## src/inc/lcb_regs.vh

```
// register map, field positions, reset values and fixed counts of the
// lcd clock and bias control block.
// assumes an 8-bit register port with a 4-bit word address.
`ifndef LCB_REGS_VH
`define LCB_REGS_VH

// ==========================================================
// register offsets
`define LCB_ADDR_REF_CTRL   4'h0
`define LCB_ADDR_CONTRAST   4'h1
`define LCB_ADDR_SEG_EN0    4'h2
`define LCB_ADDR_SEG_EN1    4'h3
`define LCB_ADDR_PIX_FIRST  4'h4
`define LCB_ADDR_PIX_LAST   4'hB
`define LCB_ADDR_CLK_CTRL   4'hC
`define LCB_ADDR_PHASE      4'hD
`define LCB_ADDR_LADDER     4'hE

// ==========================================================
// implemented-bit masks (other bits read zero, except the phase status bit)
`define LCB_MASK_REF_CTRL   8'hEE
`define LCB_MASK_CONTRAST   8'h07
`define LCB_MASK_CLK_CTRL   8'hCF
`define LCB_MASK_PHASE      8'h4F
`define LCB_MASK_LADDER     8'h03

// ==========================================================
// field positions
`define LCB_REF_IRE_BIT     7
`define LCB_REF_IRS_BIT     6
`define LCB_REF_IRI_BIT     5
`define LCB_REF_B3_BIT      3
`define LCB_REF_B1_BIT      1
`define LCB_CLK_EN_BIT      7
`define LCB_CLK_SLPDIS_BIT  6
`define LCB_CLK_SRC_HI      3
`define LCB_CLK_SRC_LO      2
`define LCB_CLK_MUX_HI      1
`define LCB_CLK_MUX_LO      0
`define LCB_PH_HALF_BIT     6
`define LCB_PH_ACTIVE_BIT   5
`define LCB_PH_PSC_HI       3
`define LCB_PH_PSC_LO       0

// ==========================================================
// reset values
`define LCB_RST_REF_CTRL    8'h00
`define LCB_RST_CONTRAST    3'h0
`define LCB_RST_SEG_EN      8'h00
`define LCB_RST_CLK_CTRL    8'h03
`define LCB_RST_PHASE       8'h03
`define LCB_RST_LADDER      2'h0

// ==========================================================
// encodings and counts
`define LCB_SRC_SYSDIV      2'h0
`define LCB_SRC_XTAL        2'h1
`define LCB_SYS_DIV         9'h100
`define LCB_BIAS_STATIC     2'h0
`define LCB_BIAS_HALF       2'h1
`define LCB_BIAS_THIRD      2'h2
`define LCB_PWR_OFF         2'h0

`endif

```

## src/verilog/lcb_ctrl.v

```verilog
// register file, lcd clock source selection, frame prescaler and bias /
// reference / contrast control of the segment lcd driver.
// assumes a waveform sequencer elsewhere consumes frame_tick and drives
// ladder_phase_b; the two oscillator inputs arrive asynchronously.
//
// Decided for this implementation: strobed register access and the register addresses.
`timescale 1ns/1ps
`default_nettype none
`include "lcb_regs.vh"

module lcb_ctrl (
	// clock and reset
	input  wire        clock,
	input  wire        rst_n,
	// register port
	input  wire [3:0]  reg_addr,
	input  wire [7:0]  reg_wdata,
	input  wire        reg_wr,
	input  wire        reg_rd,
	output reg  [7:0]  reg_rdata,
	// clock sources and system state
	input  wire        crystal_osc_clock,
	input  wire        low_freq_internal_osc,
	input  wire        sleep_mode,
	input  wire        ladder_phase_b,
	// timing out
	output wire        frame_tick,
	output wire        driver_active,
	// reference and contrast control
	output wire        internal_ref_on,
	output wire        ref_from_fvr,
	output wire        ref_from_supply,
	output wire        bandgap_buf_en,
	output wire        fvr_buf_en,
	output wire        contrast_ladder_on,
	output wire [2:0]  contrast_select,
	// bias pins and ladder
	output wire [3:1]  bias_pin_connect,
	output wire [1:0]  ladder_power,
	output wire        ladder_mid_short,
	output wire [1:0]  bias_type,
	output wire [1:0]  commons_select,
	// pins and pixels
	output wire [15:0] segment_enable_bit,
	output wire [63:0] pixel_bit
);

	// ==========================================================
	// functions

	// keep only implemented bits of a register
	function [7:0] lcb_mask;
		input [7:0] val;
		input [7:0] msk;
		begin
			lcb_mask = val & msk;
		end
	endfunction

	// index of a pixel register, valid only inside its range
	function [2:0] lcb_pix_idx;
		input [3:0] a;
		reg   [3:0] d;
		begin
			d = a - `LCB_ADDR_PIX_FIRST;
			lcb_pix_idx = d[2:0];
		end
	endfunction

	// ==========================================================
	// registers

	reg  [7:0]  ref_ctrl_r;     // reference voltage control
	reg  [2:0]  contrast_r;     // contrast ladder tap
	reg  [15:0] seg_en_r;       // segment pin ownership
	reg  [7:0]  pixel_r [0:7];  // pixel data, not reset
	reg  [7:0]  clk_ctrl_r;     // enable, sleep disable, source, commons
	reg  [7:0]  phase_r;        // half bias and prescale select
	reg  [1:0]  ladder_r;       // ladder power mode
	reg  [3:0]  psc_cnt_r;      // hidden prescale counter
	reg  [3:0]  psc_sel_r;      // prescale ratio in use
	reg  [1:0]  src_sel_r;      // clock source in use
	reg  [7:0]  sys_div_r;      // fixed system clock divider
	reg  [1:0]  xtal_sync_r;    // crystal synchroniser
	reg  [1:0]  lfo_sync_r;     // low oscillator synchroniser
	reg         xtal_prev_r;    // crystal edge history
	reg         lfo_prev_r;     // low oscillator edge history
	reg         active_r;       // driver active status
	wire        pix_hit;        // address falls in pixel range
	wire        src_tick;       // one pulse per selected source clock
	wire        psc_wrap;       // prescaler end of count
	reg         sel_tick;       // combinational source pick

	assign pix_hit = (reg_addr >= `LCB_ADDR_PIX_FIRST) &&
		(reg_addr <= `LCB_ADDR_PIX_LAST);

	// ==========================================================
	// register writes

	// control registers reset; pixel storage keeps its contents
	always @(posedge clock) begin
		if (!rst_n) begin
			ref_ctrl_r <= `LCB_RST_REF_CTRL;
			contrast_r <= `LCB_RST_CONTRAST;
			seg_en_r   <= {`LCB_RST_SEG_EN, `LCB_RST_SEG_EN};
			clk_ctrl_r <= `LCB_RST_CLK_CTRL;
			phase_r    <= `LCB_RST_PHASE;
			ladder_r   <= `LCB_RST_LADDER;
		end else if (reg_wr) begin
			case (reg_addr)
				`LCB_ADDR_REF_CTRL: begin
					ref_ctrl_r <= lcb_mask(reg_wdata,
						`LCB_MASK_REF_CTRL);
				end
				`LCB_ADDR_CONTRAST: begin
					contrast_r <= reg_wdata[2:0];
				end
				`LCB_ADDR_SEG_EN0: begin
					seg_en_r[7:0] <= reg_wdata;
				end
				`LCB_ADDR_SEG_EN1: begin
					seg_en_r[15:8] <= reg_wdata;
				end
				`LCB_ADDR_CLK_CTRL: begin
					clk_ctrl_r <= lcb_mask(reg_wdata,
						`LCB_MASK_CLK_CTRL);
				end
				// status bit is not writable
				`LCB_ADDR_PHASE: begin
					phase_r <= lcb_mask(reg_wdata, `LCB_MASK_PHASE);
				end
				`LCB_ADDR_LADDER: begin
					ladder_r <= reg_wdata[1:0];
				end
				default: begin
					ladder_r <= ladder_r;
				end
			endcase
		end
	end

	always @(posedge clock) begin
		if (reg_wr && pix_hit) begin
			pixel_r[lcb_pix_idx(reg_addr)] <= reg_wdata;
		end
	end

	// ==========================================================
	// register reads

	// data valid in the cycle after the read strobe only
	always @(posedge clock) begin
		if (!rst_n) begin
			reg_rdata <= 8'h00;
		end else if (reg_rd) begin
			if (pix_hit) begin
				reg_rdata <= pixel_r[lcb_pix_idx(reg_addr)];
			end else begin
				case (reg_addr)
					`LCB_ADDR_REF_CTRL: begin
						reg_rdata <= lcb_mask(ref_ctrl_r,
							`LCB_MASK_REF_CTRL);
					end
					`LCB_ADDR_CONTRAST: begin
						reg_rdata <= {5'h00, contrast_r};
					end
					`LCB_ADDR_SEG_EN0: begin
						reg_rdata <= seg_en_r[7:0];
					end
					`LCB_ADDR_SEG_EN1: begin
						reg_rdata <= seg_en_r[15:8];
					end
					`LCB_ADDR_CLK_CTRL: begin
						reg_rdata <= clk_ctrl_r;
					end
					`LCB_ADDR_PHASE: begin
						reg_rdata <= phase_r |
							({7'h00, active_r} << `LCB_PH_ACTIVE_BIT);
					end
					`LCB_ADDR_LADDER: begin
						reg_rdata <= {6'h00, ladder_r};
					end
					// unmapped reads as zero
					default: begin
						reg_rdata <= 8'h00;
					end
				endcase
			end
		end else begin
			reg_rdata <= 8'h00;
		end
	end

	// ==========================================================
	// driver activity

	// sleep only stops the driver when the sleep disable bit is set
	always @(posedge clock) begin
		if (!rst_n) begin
			active_r <= 1'b0;
		end else begin
			active_r <= clk_ctrl_r[`LCB_CLK_EN_BIT] &
				~(sleep_mode & clk_ctrl_r[`LCB_CLK_SLPDIS_BIT]);
		end
	end

	assign driver_active = active_r;

	// ==========================================================
	// clock sources

	// oscillator pins cross two flops before any edge detection
	always @(posedge clock) begin
		if (!rst_n) begin
			xtal_sync_r <= 2'b00;
			lfo_sync_r  <= 2'b00;
			xtal_prev_r <= 1'b0;
			lfo_prev_r  <= 1'b0;
		end else begin
			xtal_sync_r <= {xtal_sync_r[0], crystal_osc_clock};
			lfo_sync_r  <= {lfo_sync_r[0], low_freq_internal_osc};
			xtal_prev_r <= xtal_sync_r[1];
			lfo_prev_r  <= lfo_sync_r[1];
		end
	end

	// fixed divide, no register reaches it
	// it stops in sleep; the oscillator sources keep going
	always @(posedge clock) begin
		if (!rst_n) begin
			sys_div_r <= 8'h00;
		end else if (!sleep_mode) begin
			sys_div_r <= sys_div_r + 8'h01;
		end
	end

	// pick one tick per source period
	always @* begin
		case (src_sel_r)
			`LCB_SRC_SYSDIV: begin
				sel_tick = (sys_div_r == 8'hFF) & ~sleep_mode;
			end
			`LCB_SRC_XTAL: begin
				sel_tick = xtal_sync_r[1] & ~xtal_prev_r;
			end
			default: begin
				sel_tick = lfo_sync_r[1] & ~lfo_prev_r;
			end
		endcase
	end

	assign src_tick = sel_tick;

	// ==========================================================
	// frame prescaler

	// wrap after sel plus one source ticks
	assign psc_wrap = src_tick && (psc_cnt_r == psc_sel_r);

	// new ratio and source adopted only at wrap or while idle
	// so a mid-count change never gives a short frame
	always @(posedge clock) begin
		if (!rst_n) begin
			psc_cnt_r <= 4'h0;
			psc_sel_r <= 4'h0;
			src_sel_r <= `LCB_SRC_SYSDIV;
		end else if (!active_r) begin
			psc_cnt_r <= 4'h0;
			psc_sel_r <= phase_r[`LCB_PH_PSC_HI:`LCB_PH_PSC_LO];
			src_sel_r <= clk_ctrl_r[`LCB_CLK_SRC_HI:`LCB_CLK_SRC_LO];
		end else if (psc_wrap) begin
			psc_cnt_r <= 4'h0;
			psc_sel_r <= phase_r[`LCB_PH_PSC_HI:`LCB_PH_PSC_LO];
			src_sel_r <= clk_ctrl_r[`LCB_CLK_SRC_HI:`LCB_CLK_SRC_LO];
		end else if (src_tick) begin
			psc_cnt_r <= psc_cnt_r + 4'h1;
		end
	end

	// one-cycle pulse per frame clock
	assign frame_tick = psc_wrap & active_r;

	// ==========================================================
	// reference and contrast

	// reference follows enable, and only while active
	assign internal_ref_on = ref_ctrl_r[`LCB_REF_IRE_BIT] & active_r;
	// source select meaningful only with reference on
	assign ref_from_fvr    = internal_ref_on & ref_ctrl_r[`LCB_REF_IRS_BIT];
	assign ref_from_supply = internal_ref_on & ~ref_ctrl_r[`LCB_REF_IRS_BIT];
	// bandgap buffer off with the reference
	assign bandgap_buf_en  = internal_ref_on;
	// idle gate drops the buffer in power mode b
	assign fvr_buf_en = ref_from_fvr &
		~(ref_ctrl_r[`LCB_REF_IRI_BIT] & ladder_phase_b);
	assign contrast_ladder_on = internal_ref_on;
	// tap n gives n sevenths of full resistance
	assign contrast_select = contrast_r;

	// ==========================================================
	// bias pins and ladder

	// each pin joins its bias level when enabled
	// nothing here touches direction or analog select
	assign bias_pin_connect =
		ref_ctrl_r[`LCB_REF_B3_BIT:`LCB_REF_B1_BIT];
	assign ladder_power = active_r ? ladder_r : `LCB_PWR_OFF;
	// half bias shorts the middle resistor
	assign ladder_mid_short = phase_r[`LCB_PH_HALF_BIT] &
		(ladder_power != `LCB_PWR_OFF);
	assign commons_select =
		clk_ctrl_r[`LCB_CLK_MUX_HI:`LCB_CLK_MUX_LO];
	// static with one common, else half or third
	assign bias_type = (commons_select == 2'h0) ? `LCB_BIAS_STATIC :
		(phase_r[`LCB_PH_HALF_BIT] ? `LCB_BIAS_HALF : `LCB_BIAS_THIRD);

	// ==========================================================
	// pins and pixels

	// set bit hands the pin to the segment driver
	assign segment_enable_bit = seg_en_r;

	// flatten pixel store, register k at bits 8k+7..8k
	genvar g;
	generate
		for (g = 0; g < 8; g = g + 1) begin : pix_out
			assign pixel_bit[8*g+7:8*g] = pixel_r[g];
		end
	endgenerate

endmodule

`default_nettype wire

```

## config.mk

```make
export PLATFORM = sky130hd
export DESIGN_NAME = lcb_ctrl
export DESIGN_NICKNAME = d
export VERILOG_FILES = /design/src/verilog/lcb_ctrl.v
export VERILOG_INCLUDE_DIRS = /design/src /design/src/inc
export SDC_FILE = /design/constraint.sdc
export NUM_CORES = 1
export LEC_CHECK = 0
export BUFFER_PORTS_ARGS = -buffer_cell sky130_fd_sc_hd__buf_4
export CAP_MARGIN = 20
export CORE_AREA = 2 2 112 114
export DETAILED_ROUTE_END_ITERATION = 12
export DIE_AREA = 0 0 114 116
export PLACE_DENSITY = 0.71
export SLEW_MARGIN = 40
export SYNTH_ARGS = -nofsm -noshare
export SYNTH_HDL_FRONTEND = slang
export SYNTH_SLANG_ARGS = --single-unit
```

## constraint.sdc

```tcl
create_clock -name clock -period 2.4 [get_ports clock]
set_clock_uncertainty 0.15 [all_clocks]
set_input_delay 0.24 -clock clock [delete_from_list [all_inputs] [get_ports clock]]
set_output_delay 0.24 -clock clock [all_outputs]
set_load 0.02 [all_outputs]
```

* Word level (Yosys, flattened, before mapping)
Memories as Yosys holds them, arrays and structs flattened.
Index checks and enable logic that the tools add are counted.
W data, S select, Z words.
** Operators by class
- Reduce and logical (&&, ||, !) cells :: 16
- Equal/unequal tests :: 10
- Multiplexer cells :: 12
- $lt $le $gt $ge :: 2
- Add/subtract/negate cells :: 3
- Bitwise logic cells :: 21
** Operators by type and width (count)
- $pmux W8 S7 :: 1
- $reduce_and A2 Y1 :: 8
- $and A1 B1 Y1 :: 12
- $eq A4 B4 Y1 const B :: 3
- $mux W2 :: 5
- $add A8 B1 Y8 const B :: 1
- $eq A4 B2 Y1 const B :: 2
- $eq A8 B8 Y1 const B :: 1
- $mux W4 :: 2
- $mux W8 :: 1
- $not A1 Y1 :: 8
- $or A7 B6 Y7 :: 1
- $add A4 B1 Y4 const B :: 1
- $eq A4 B1 Y1 const B :: 1
- $eq A4 B4 Y1 :: 1
- $ge A4 B3 Y1 const B :: 1
- $le A4 B4 Y1 const B :: 1
- $logic_not A2 Y1 :: 2
- $logic_not A4 Y1 :: 1
- $logic_and A1 B1 Y1 :: 3
- $reduce_or A3 Y1 :: 1
- $sub A3 B3 Y3 const B :: 1
- $eq A2 B1 Y1 const B :: 1
- $mux W1 :: 2
- other kinds (3) :: 3
** Storage, ports and cells
- Output and inout port bits :: 109
- Bits in registers :: 71
- Memories kept :: 1
- Bits in writable memories :: 64
- Word-level logic and storage cells :: 82
** Memory list
- pixel_r :: depth 8, bits a word 8, rd ports 9, clocked after Yosys merged registers in 0, wr ports 1, RTL line lcb_ctrl.v:76 : reg [7:0] pixel_r [0:7];

* Logic depth before layout (Yosys ltp)
Gate-level depths: netlist of the first run.
- Word-level depth :: 6
- Gate-level depth with buffers :: 9
- Depth with buffers taken out :: 6

* Worst setup path before layout of the first run
OpenSTA, ideal clock, no wires.
- Kind :: in2reg
- Start point :: input reg_addr[1]
- End point :: memory pixel_r[7][0], enable pin
- Path buffers :: 3
- Path slack :: 0.079 ns
- Cell stages on the path :: 5
- Required time :: 1.867 ns
- Arrival :: 1.788 ns
- Path through :: buf_2 -> buf_1 -> clkbuf_1 -> nand2_1 -> nor3_1
** Between the ends
- Longest elaborated chain between the ends :: 5
- Elaborated cells on any way between the ends :: 7
- Classes of those cells :: 1 x add/sub; 2 x order compare; 2 x mux; 2 x reduce/logical
** RTL lines
- start, declared :: RTL line lcb_ctrl.v:16 : input wire [3:0] reg_addr,
- $ge A4 B3 Y1 (no line) or $le A4 B4 Y1 (tied branches)
- $logic_and A1 B1 Y1 :: RTL line lcb_ctrl.v:94 : assign pix_hit = (reg_addr >= `LCB_ADDR_PIX_FIRST) &&
- $logic_and A1 B1 Y1 :: RTL line lcb_ctrl.v:143 : if (reg_wr && pix_hit) begin
- $mux W1 :: RTL line lcb_ctrl.v:143
- $mux W1 (not written as such) :: RTL line lcb_ctrl.v:144 : pixel_r[lcb_pix_idx(reg_addr)] <= reg_wdata;
- end, declared :: RTL line lcb_ctrl.v:76
Parallel ways exist; a longest one is shown, timed or not.

* Worst setup path after layout of the first run
- Start point :: register sys_div_r[0]
- End point :: output frame_tick
** Between the ends
- Longest elaborated chain between the ends :: 5
** RTL lines
- start, declared :: RTL line lcb_ctrl.v:83 : reg [7:0] sys_div_r;
- start signal, assigned :: RTL line lcb_ctrl.v:233 : sys_div_r <= sys_div_r + 8'h01;
- $eq A8 B8 Y1 :: RTL line lcb_ctrl.v:241 : sel_tick = (sys_div_r == 8'hFF) & ~sleep_mode;
- $and A1 B1 Y1 :: RTL line lcb_ctrl.v:241
- $pmux W1 S2 :: RTL line lcb_ctrl.v:239 : case (src_sel_r)
- $logic_and A1 B1 Y1 :: RTL line lcb_ctrl.v:258 : assign psc_wrap = src_tick && (psc_cnt_r == psc_sel_r);
- $and A1 B1 Y1 :: RTL line lcb_ctrl.v:281 : assign frame_tick = psc_wrap & active_r;
- end, declared :: RTL line lcb_ctrl.v:27 : output wire frame_tick,
No other way between the ends.

==> results of run 1 <==
==> worst max-delay path, delay by kind of cell (launching register included) <==
kind            cells  cell delay, ns
simple gates        2            0.69
compound gates      1            0.14
flops               1            0.37
fa+ha+maj           1            0.16
buf+inv             1            0.15
==> where the power goes <==
group,switching [W],internal [W]
logic,0.000230,0.000170
clock network,0.00105,0.00166
registers,0.0000319,0.00246
==> per-layer routing <==
| layer | wire, um | vias up | global-route usage (%) | part of all wire (%) |
|---|---|---|---|---|
| met1 | 6330 | 2181 | 30.3 | 41 |
| met4 | 315 | 0 | 9.19 | 2.0 |
| li1 | - | 1986 | - | - |
| met2 | 7890 | 161 | 40.8 | 51 |
| met5 | 0 | - | 0 | 0 |
| met3 | 898 | 28 | 6.01 | 5.8 |
==> registers in the layout (all words and copies together) (netlist names), 2 cells and up <==
signal	cells
src_sel_r	2
ref_ctrl_r	6
reg_rdata	8
sys_div_r	8
segment_enable_bit	16
phase_r	5
psc_sel_r	4
ladder_r	2
clk_ctrl_r	6
pixel_r	64
lfo_sync_r	2
contrast_select	3
psc_cnt_r	4
xtal_sync_r	2
==> stage by stage <==
| stage | util, % | power [W] | hold WS, ns |
|---|---|---|---|
| 2_1_floorplan | - | 0.00276 | 0.177 |
| 3_3_place_gp | 57.3 | 0.00291 | 0.275 |
| 3_5_place_dp | 57.3 | 0.00292 | 0.277 |
| 4_1_cts | 63.4 | 0.00563 | 0.00141 |
| 5_1_grt | 63.4 | 0.00577 | 0.0196 |
| 6_report | 63.4 | 0.00561 | 0.00676 |
==> layout make-up <==
class                      instances  area share [%]
clock inverter                    14            2.50
tap                              147            2.43
multi-input combinational        295            29.5
clock buffer                      17            5.63
inverter                           7           0.348
timing repair buffer             151            15.3
sequential                       135            44.3
==> cells in the final DEF, fill, tap and decap left out, drive strengths merged, types with 3 or more instances in the layout <==
cell type / n
buf: 142
dfxtp: 71
nand2: 65
edfxtp: 64
mux2i: 36
nand3: 23
a21boi: 22
nor2b: 20
clkbuf: 17
mux4: 16
and2: 15
inv: 14
o22ai: 10
nor2: 9
xnor2: 9
dlygate4sd3: 9
o21ai: 6
nand2b: 5
and3: 5
mux2: 5
a22oi: 5
a21oi: 5
nor3: 4
clkinv: 4
ha: 4
bufinv: 3
nand4b: 3
==> cells by family after synthesis <==
family,synth area share [%]
xor+xnor,1.51
compound gates,8.31
fa+ha+maj,0.866
mux,13.4
simple gates,14.2
buf+inv,3.89
flops,57.8
==> final timing paths <==
kind | startpoint | end | slack (ns) | cells after the start
worst max register to register | sys_div_r[0]$_SDFFE_PN0N_ | src_sel_r[1]$_SDFFE_PN0P_ | 0.24 | 6
worst max-delay path | sys_div_r[0]$_SDFFE_PN0N_ | frame_tick | 0.09 | 5
worst min-delay path | sleep_mode | sys_div_r[1]$_SDFFE_PN0N_ | 0.007 | 3
worst min register to register | xtal_sync_r[0]$_SDFF_PN0_ | xtal_sync_r[1]$_SDFF_PN0_ | 0.29 | 1
==> what timing repair did <==
action | 4_1_cts | 5_1_grt
hold buffers | 9 | 0
setup buffers | 1 | 0
endpoints found under the hold margin | 40 | 0
gates resized for setup | 3 | 2
setup endpoints to repair | 1 | 1
pin swaps | 1 | 0
==> flow_summary.toml, run 1 <==
[outcome]
outcome = "complete, no violations"

[synth]
syn_area_mm2 = 0.00578
synth_edf_count = 64
syn_inst = 473
synth_top_area_share_pct = 33.2
synth_common_cells = "71 x dfxtp_1, 65 x nand2_1, 64 x edfxtp_1"
synthArstFlopShare_pct = 0
synth-seq-cells = 135
dominantRegCellSynth = "dfxtp_1"
yosysTopAreaCell = "edfxtp_1"
yosysMostFrequentCell = "dfxtp_1"
yosysSeqAreaShare_pct = 57.8
synth.distinct_cells = 55
syn_nets = 497
yosysWarnings = 0
synth.avg_cell_area_um2 = 12.2
synthTopCellsByArea = "edfxtp_1 33%, dfxtp_1 25%, mux2i_1 6.2%"

[place]
portBuffers = 128
placed_cell_area_mm2 = 0.00683
pre_cts_ws_ns = 0.283
hpwl_mm = 10.4
gp_congestion = 0.899
dp.cells = 725

[sta]
rsz0062_at_grt = "no"
setup_tns_ns = 0
hold_violations = 0
fmax_mhz = 433
fin_ws_ns = 0.0883
worst_pin_slew_ns = 0.790
min_period_ns = 2.31
relSlewSlack_pct = 47.1
finalSetupViolCount = 0
final_min_period_over_clock_period_pct = 96.3
drv_slew = 0

[die]
io_pins = 129
fp.dieH_um = 116
die_w_um = 114
initial_core_util_pct = 48.5
die-area_mm2 = 0.0132
core_mm2 = 0.0119
rows = 40

[drt]
drt-wirelength-per-cell_um = 20.2
ant_nets = 0
num_vias = 4356
drtPass1Iterations = 5
drc = 0
drt_iter0_markers = 336
postRouteWirelength_mm = 15.4
routed_via_density = 5.69

[clock_network]
cts.htree.levels = 4
worst_skew_pair.late_latency_ns = 0.42
cts_buffers = 17
ctsRootBufferMaster = "clkbuf_16"
clockBufferDepth = 2
cts_tree = "yes"
clkTransAtPathRegs_ns = 0.06
cts_num_sinks = 135

[global_route]
track_usage_pct = 24.2
grt-ovfl-total = 0
grt_antenna_before_repair = 0
grt_pass1_vias = 4322
grt_pass1_wl_mm = 23.7
grt_start_max_net_pins = 47

[setup_path]
cp_slowest_cell = "or4b_4"
crit_chain = "ha_4 > nand4b_4 > or4b_4 > a21oi_2 > buf_4"
cp-end-kind = "primary output"
crit_path_start_kind = "flop"
crit_arrival_ns = 1.92
path_max_fanout = 4
worst-setup-path-type = "reg2out"
critical-path-max-stage-delay_ns = 0.56
critical_path_required_ns = 2.01

[layout]
fin_area_mm2 = 0.00756
regArea_mm2 = 0.00335
fill_cells = 917
syn_to_final_growth_pct = 30.7
stdcell_count = 766
final_net_count = 631
num_antenna_cells = 0
layout-drive-gt1-share_pct = 33.4
multi_input_area_mm2 = 0.00223

[power_and_ir_drop]
ir_worst_vdd_uv = 472
leakage_nw = 2.96
powerDensity_mw_per_mm2 = 742

[worst_hold_path]
hp-class = "in2reg"

[job]
cap_violations = 0
Power figures use the tool's default switching activity.
==> inputs of run 2 (changes only) <==
--- a/config.mk
+++ b/config.mk
@@ -8,10 +8,11 @@
 export LEC_CHECK = 0
 export BUFFER_PORTS_ARGS = -buffer_cell sky130_fd_sc_hd__buf_4
 export CAP_MARGIN = 20
-export CORE_AREA = 2 2 112 114
+export CORE_AREA = 2 2 124 126
 export DETAILED_ROUTE_END_ITERATION = 12
-export DIE_AREA = 0 0 114 116
-export PLACE_DENSITY = 0.71
+export DIE_AREA = 0 0 126 128
+export MAX_ROUTING_LAYER = met4
+export PLACE_DENSITY = 0.59
 export SLEW_MARGIN = 40
 export SYNTH_ARGS = -nofsm -noshare
 export SYNTH_HDL_FRONTEND = slang
==> run 2 against run 1 <==
Via count down 2.8%. Power down 5.0%. Register-to-register slack about the same. Clock power down 10%. Final cell count up 5.7%. Utilization down 13 points. First-iteration DRC count down 31%. Maximum frequency about the same. Non-clock buffer count up 2. Final area up 0.15%. Sequential cell count unchanged. Combinational power about the same. Critical path type unchanged. Largest power group is now registers.
==> flow_summary.toml, run 2 (synthesized netlist as in run 1, its figures left out) <==
[outcome]
outcome = "complete, no violations"

[global_route]
grt_antenna_before_repair = 0
grt_pass1_wl_mm = 24.0
grt-ovfl-total = 0
grt_start_max_net_pins = 59
grt_pass1_vias = 4300
track_usage_pct = 20.3

[place]
dp.cells = 768
portBuffers = 128
hpwl_mm = 10.9
gp_congestion = 0.813

[clock_network]
cts.htree.levels = 4
cts_num_sinks = 135
clockBufferDepth = 2
cts_tree = "yes"
cts_buffers = 17
clkTransAtPathRegs_ns = 0.07
worst_skew_pair.late_latency_ns = 0.42
ctsRootBufferMaster = "clkbuf_16"

[sta]
drv_slew = 0
final_min_period_over_clock_period_pct = 96.4
fmax_mhz = 432
holdWs_ns = 0.0197
worst_pin_slew_ns = 0.820
min_period_ns = 2.31
finalSetupViolCount = 0
hold_violations = 0
relSlewSlack_pct = 45.1

[power_and_ir_drop]
ir_worst_vdd_uv = 513
sw_frac_of_total_pct = 24.9
comb_power_share_pct = 7.5
powerDensity_mw_per_mm2 = 704
p_sw_w = 0.00133
seqPwrFrac_pct = 46.8
leakage_nw = 2.94
power.internal_w = 0.00400
p_clk_share_pct = 45.6

[layout]
num_antenna_cells = 0
final_net_count = 633
regMostFlops = "pixel_r"
largest_register_ffs = 64
layout-drive-gt1-share_pct = 33.6
final_common_cell = "buf_4"
final_cell_mix = "144 x buf_4, 69 x dfxtp_1, 65 x nand2_1, 64 x edfxtp_1, 36 x mux2i_1"
postLayoutCoreUtil_pct = 50.9
stdcell_count = 810
syn_to_final_growth_pct = 30.9

[setup_path]
critical-path-max-stage-delay_ns = 0.56
cp_slowest_cell = "or4b_4"
crit_arrival_ns = 1.92
crit_path_start_kind = "flop"
crit_chain = "ha_4 > nand4b_4 > or4b_4 > a21oi_2 > buf_4"
critical_path_required_ns = 2.01
worst-setup-path-type = "reg2out"
rr_startpoint = "sys_div_r[0]$_SDFFE_PN0N_"
path_max_fanout = 4
startpoint = "sys_div_r[0]$_SDFFE_PN0N_"
cp-end-kind = "primary output"

[drt]
drc = 0
postRouteWirelength_mm = 15.6
drt_iter0_markers = 231
drtPass1Iterations = 4
routed_via_density = 5.23
drt-wirelength-per-cell_um = 19.3
ant_nets = 0
num_vias = 4236

[job]
cap_violations = 0

[die]
die_w_um = 126
io_pins = 129
core_mm2 = 0.0149
fp.dieH_um = 128
initial_core_util_pct = 38.9
die-area_mm2 = 0.0161
rows = 45

[worst_hold_path]
holdCritStartpoint = "reg_wdata[0]"
hp-class = "in2reg"
-- run 2: repair_timing --
item	CTS	global route
pin swaps	1	0
resized for setup	3	3
hold buffers	9	0
setup endpoints to repair	1	1
buffers inserted	1	0
hold endpoints to repair	37	0
-- run 2: power groups by stage --
stage / logic, W / clock network, W / registers, W
global route: 0.000434 / 0.00257 / 0.00250
finish: 0.000402 / 0.00243 / 0.00250
CTS: 0.000402 / 0.00247 / 0.00249
floorplan: 0.000187 / 0 / 0.00258
detailed placement: 0.000389 / 0 / 0.00254
global placement: 0.000385 / 0 / 0.00254
-- run 2: critical path, delay by kind of cell, from the launching register on --
family          cells  cell delay, ns
simple gates        2            0.68
flops               1            0.37
fa+ha+maj           1            0.15
compound gates      1            0.15
buf+inv             1            0.15
-- run 2: path summary, 6_finish.rpt --
check | end | slack [ns] | depth (start not counted)
max | frame_tick | 0.09 | 5
min | pixel_r[0][0]$_DFFE_PP_ | 0.02 | 1
max reg2reg | psc_sel_r[1]$_SDFFE_PN0P_ | 0.25 | 6
min reg2reg | lfo_prev_r$_SDFF_PN0_ | 0.31 | 1
-- run 2: layer usage --
layer / routed length (um) / share of wire, % / up-vias / GRT usage (%)
met1: 6830 / 44 / 2063 / 26.2
met2: 7540 / 48 / 141 / 31.2
li1: - / - / 2001 / -
met5: 0 / 0 / - / -
met4: 365 / 2.3 / 0 / 7.43
met3: 878 / 5.6 / 31 / 5.26
-- run 2: through the flow --
stage          instance area [um^2]   TNS, ns  setup WS [ns]  power, W
6_report                       7570         0         0.0864   0.00533
5_1_grt                        7570  -0.00541       -0.00541   0.00550
4_1_cts                        7550         0        0.00473   0.00537
3_5_place_dp                   6890         0          0.311   0.00293
3_3_place_gp                   6890         0          0.359   0.00293
2_1_floorplan                  5780         0         0.0785   0.00276
-- run 2: layout make-up --
class	instances	area (um^2)
clock inverters	15	131
clock buffers	17	425
multi-input cells	295	2230
repair buffers	153	1170
flip-flops and latches	135	3350
well taps	188	235
inverters	7	26.3
fillers	1325	7300
==> inputs of run 3 (changes only) <==
--- a/config.mk
+++ b/config.mk
@@ -8,11 +8,14 @@
 export LEC_CHECK = 0
 export BUFFER_PORTS_ARGS = -buffer_cell sky130_fd_sc_hd__buf_4
 export CAP_MARGIN = 20
-export CORE_AREA = 2 2 124 126
+export CELL_PAD_IN_SITES_DETAIL_PLACEMENT = 1
+export CELL_PAD_IN_SITES_GLOBAL_PLACEMENT = 1
+export CORE_AREA = 2 2 125 127
 export DETAILED_ROUTE_END_ITERATION = 12
-export DIE_AREA = 0 0 126 128
+export DIE_AREA = 0 0 127 129
+export GPL_ROUTABILITY_DRIVEN = 0
 export MAX_ROUTING_LAYER = met4
-export PLACE_DENSITY = 0.59
+export PLACE_DENSITY_LB_ADDON = 0.2
 export SLEW_MARGIN = 40
 export SYNTH_ARGS = -nofsm -noshare
 export SYNTH_HDL_FRONTEND = slang
==> run 3 against run 2 <==
The run now ends with hold timing left. Sequential power about the same. Routed wire length increased by 11%. Clock power rose by 16%. Non-clock buffer count shrank 2. Power grew 7.6%. Register-to-register slack hardly changed. Setup slack gained 0.037 ns. Highest routed layer unchanged. Sequential cell count is the same. Critical path depth unchanged. Final cell count fell by 0.25%. Largest cell class unchanged.
==> flow_summary.toml, run 3 (synthesized netlist as in run 1, its figures left out) <==
[layout]
syn_to_final_growth_pct = 32.2
final_common_cell = "buf_4"
layout-drive-gt1-share_pct = 33.4
regMostFlops = "pixel_r"
fin_area_mm2 = 0.00765
final_cell_mix = "143 x buf_4, 69 x dfxtp_1, 65 x nand2_1, 64 x edfxtp_1, 36 x mux2i_1"
largest_register_ffs = 64
fill_cells = 1568
final_net_count = 631
num_antenna_cells = 0

[setup_path]
path_max_fanout = 4
path_buf_inv = 1
critical_path_required_ns = 2.01
worst-setup-path-type = "reg2out"
crit_arrival_ns = 1.89
critPathTopFamily = "simple AND/OR/NAND/NOR gates"
startpoint = "sys_div_r[1]$_SDFFE_PN0N_"
critical-path-max-stage-delay_ns = 0.53
cp_slowest_cell = "or4b_4"
rr_startpoint = "sys_div_r[1]$_SDFFE_PN0N_"
crit_path_start_kind = "flop"
crit_chain = "ha_4 > nand4b_4 > or4b_4 > a21oi_2 > buf_4"
cp-end-kind = "primary output"

[die]
io_pins = 129
die_w_um = 127
rows = 45
die-area_mm2 = 0.0164
fp.dieH_um = 129
core_mm2 = 0.0150
initial_core_util_pct = 38.6

[global_route]
grt_start_max_net_pins = 38
grt_pass1_wl_mm = 26.9
grt_antenna_before_repair = 0
grt-ovfl-total = 0
grt_pass1_vias = 4586
track_usage_pct = 22.7

[power_and_ir_drop]
p_total_w = 0.00573
ir_worst_vdd_uv = 470
powerDensity_mw_per_mm2 = 750
comb_power_share_pct = 7.2
seqPwrFrac_pct = 43.6
power.internal_w = 0.00446
leakage_nw = 2.97
sw_frac_of_total_pct = 22.1
p_clk_share_pct = 49.2
p_sw_w = 0.00127

[clock_network]
ctsRootBufferMaster = "clkbuf_16"
clkTransAtPathRegs_ns = 0.06
cts_num_sinks = 135
cts_tree = "yes"
cts_buffers = 17
cts.htree.levels = 4
worst_skew_pair.late_latency_ns = 0.42
clockBufferDepth = 2

[sta]
relSlewSlack_pct = 53.0
holdWs_ns = -0.00419
fmax_mhz = 439
hold_violations = 1
worst_pin_slew_ns = 0.702
rsz0062_at_grt = "no"
min_period_ns = 2.28
final_min_period_over_clock_period_pct = 94.9
finalSetupViolCount = 0
setup_tns_ns = 0
drv_slew = 0

[outcome]
violations = "hold timing"
outcome = "complete, but fails checks"

[drt]
num_vias = 4371
ant_nets = 0
drtPass1Iterations = 4
drt_iter0_markers = 331
drc = 0
drt-wirelength-per-cell_um = 21.4
routed_via_density = 5.41
postRouteWirelength_mm = 17.3

[place]
portBuffers = 128
placed_cell_area_mm2 = 0.00692
hpwl_mm = 12.1

[job]
cap_violations = 0

[worst_hold_path]
hp-class = "in2reg"
holdCritStartpoint = "sleep_mode"
run 3: cell count changes in the layout (fill, tap and decap cells not counted), sizes merged:
cell / change
dlygate4sd3: -3
bufinv: +5
clkinv: +4
buf: +1
inv: -10
clkinvlp: +1
run 3: power by group through the flow:
stage | combinational, W | clock, W | sequential, W
2_1_floorplan | 0.000187 | 0 | 0.00258
3_3_place_gp | 0.000398 | 0 | 0.00254
3_5_place_dp | 0.000407 | 0 | 0.00254
4_1_cts | 0.000419 | 0.00285 | 0.00250
5_1_grt | 0.000445 | 0.00293 | 0.00250
6_report | 0.000416 | 0.00282 | 0.00250
run 3: layout make-up:
type,count,area [um^2],area share (%)
sequential,135,3350,43.8
multi-input combinational,295,2230,29.2
timing repair buffer,151,1170,15.3
clock buffer,17,425,5.56
tap,188,235,3.08
clock inverter,15,208,2.72
inverter,7,26.3,0.344
run 3: worst paths after layout:
kind	endpoint	depth (start not counted)	slack (ns)
max	frame_tick	5	0.12
min	sys_div_r[1]$_SDFFE_PN0N_	3	-0.004
max reg2reg	psc_sel_r[0]$_SDFFE_PN0P_	6	0.26
min reg2reg	xtal_sync_r[1]$_SDFF_PN0_	1	0.28
run 3: timing repair:
item,4_1_cts,5_1_grt
gates resized for setup,3,3
hold endpoints to repair,20,0
setup endpoints to repair,1,1
pin swaps,2,1
hold buffers,6,0
setup buffers,1,0
run 3: per-layer routing:
metal  track usage, %  part of all wire (%)  vias up
li1                 -                     -     1985
met1             28.6                    45     2241
met2             36.7                    50      121
met3             4.37                   3.9       24
met4             8.34                   1.6        0
met5                -                     0        -
run 3: tightest hold or removal path, delay by kind of cell:
kind	cells	cell delay, ns
buffers and inverters	1	0.12
AND/OR/NAND/NOR	1	0.10
multiplexers	1	0.08
run 3: metrics by stage:
| step | util, % | setup WS (ns) | std cells |
|---|---|---|---|
| floorplan | - | 0.0785 | 473 |
| finish | 51.1 | 0.123 | 808 |
| global route | 51.1 | 0.0305 | 808 |
| CTS | 50.9 | 0.00243 | 808 |
| detailed placement | 46.2 | 0.272 | 769 |
| global placement | 46.2 | 0.353 | 769 |
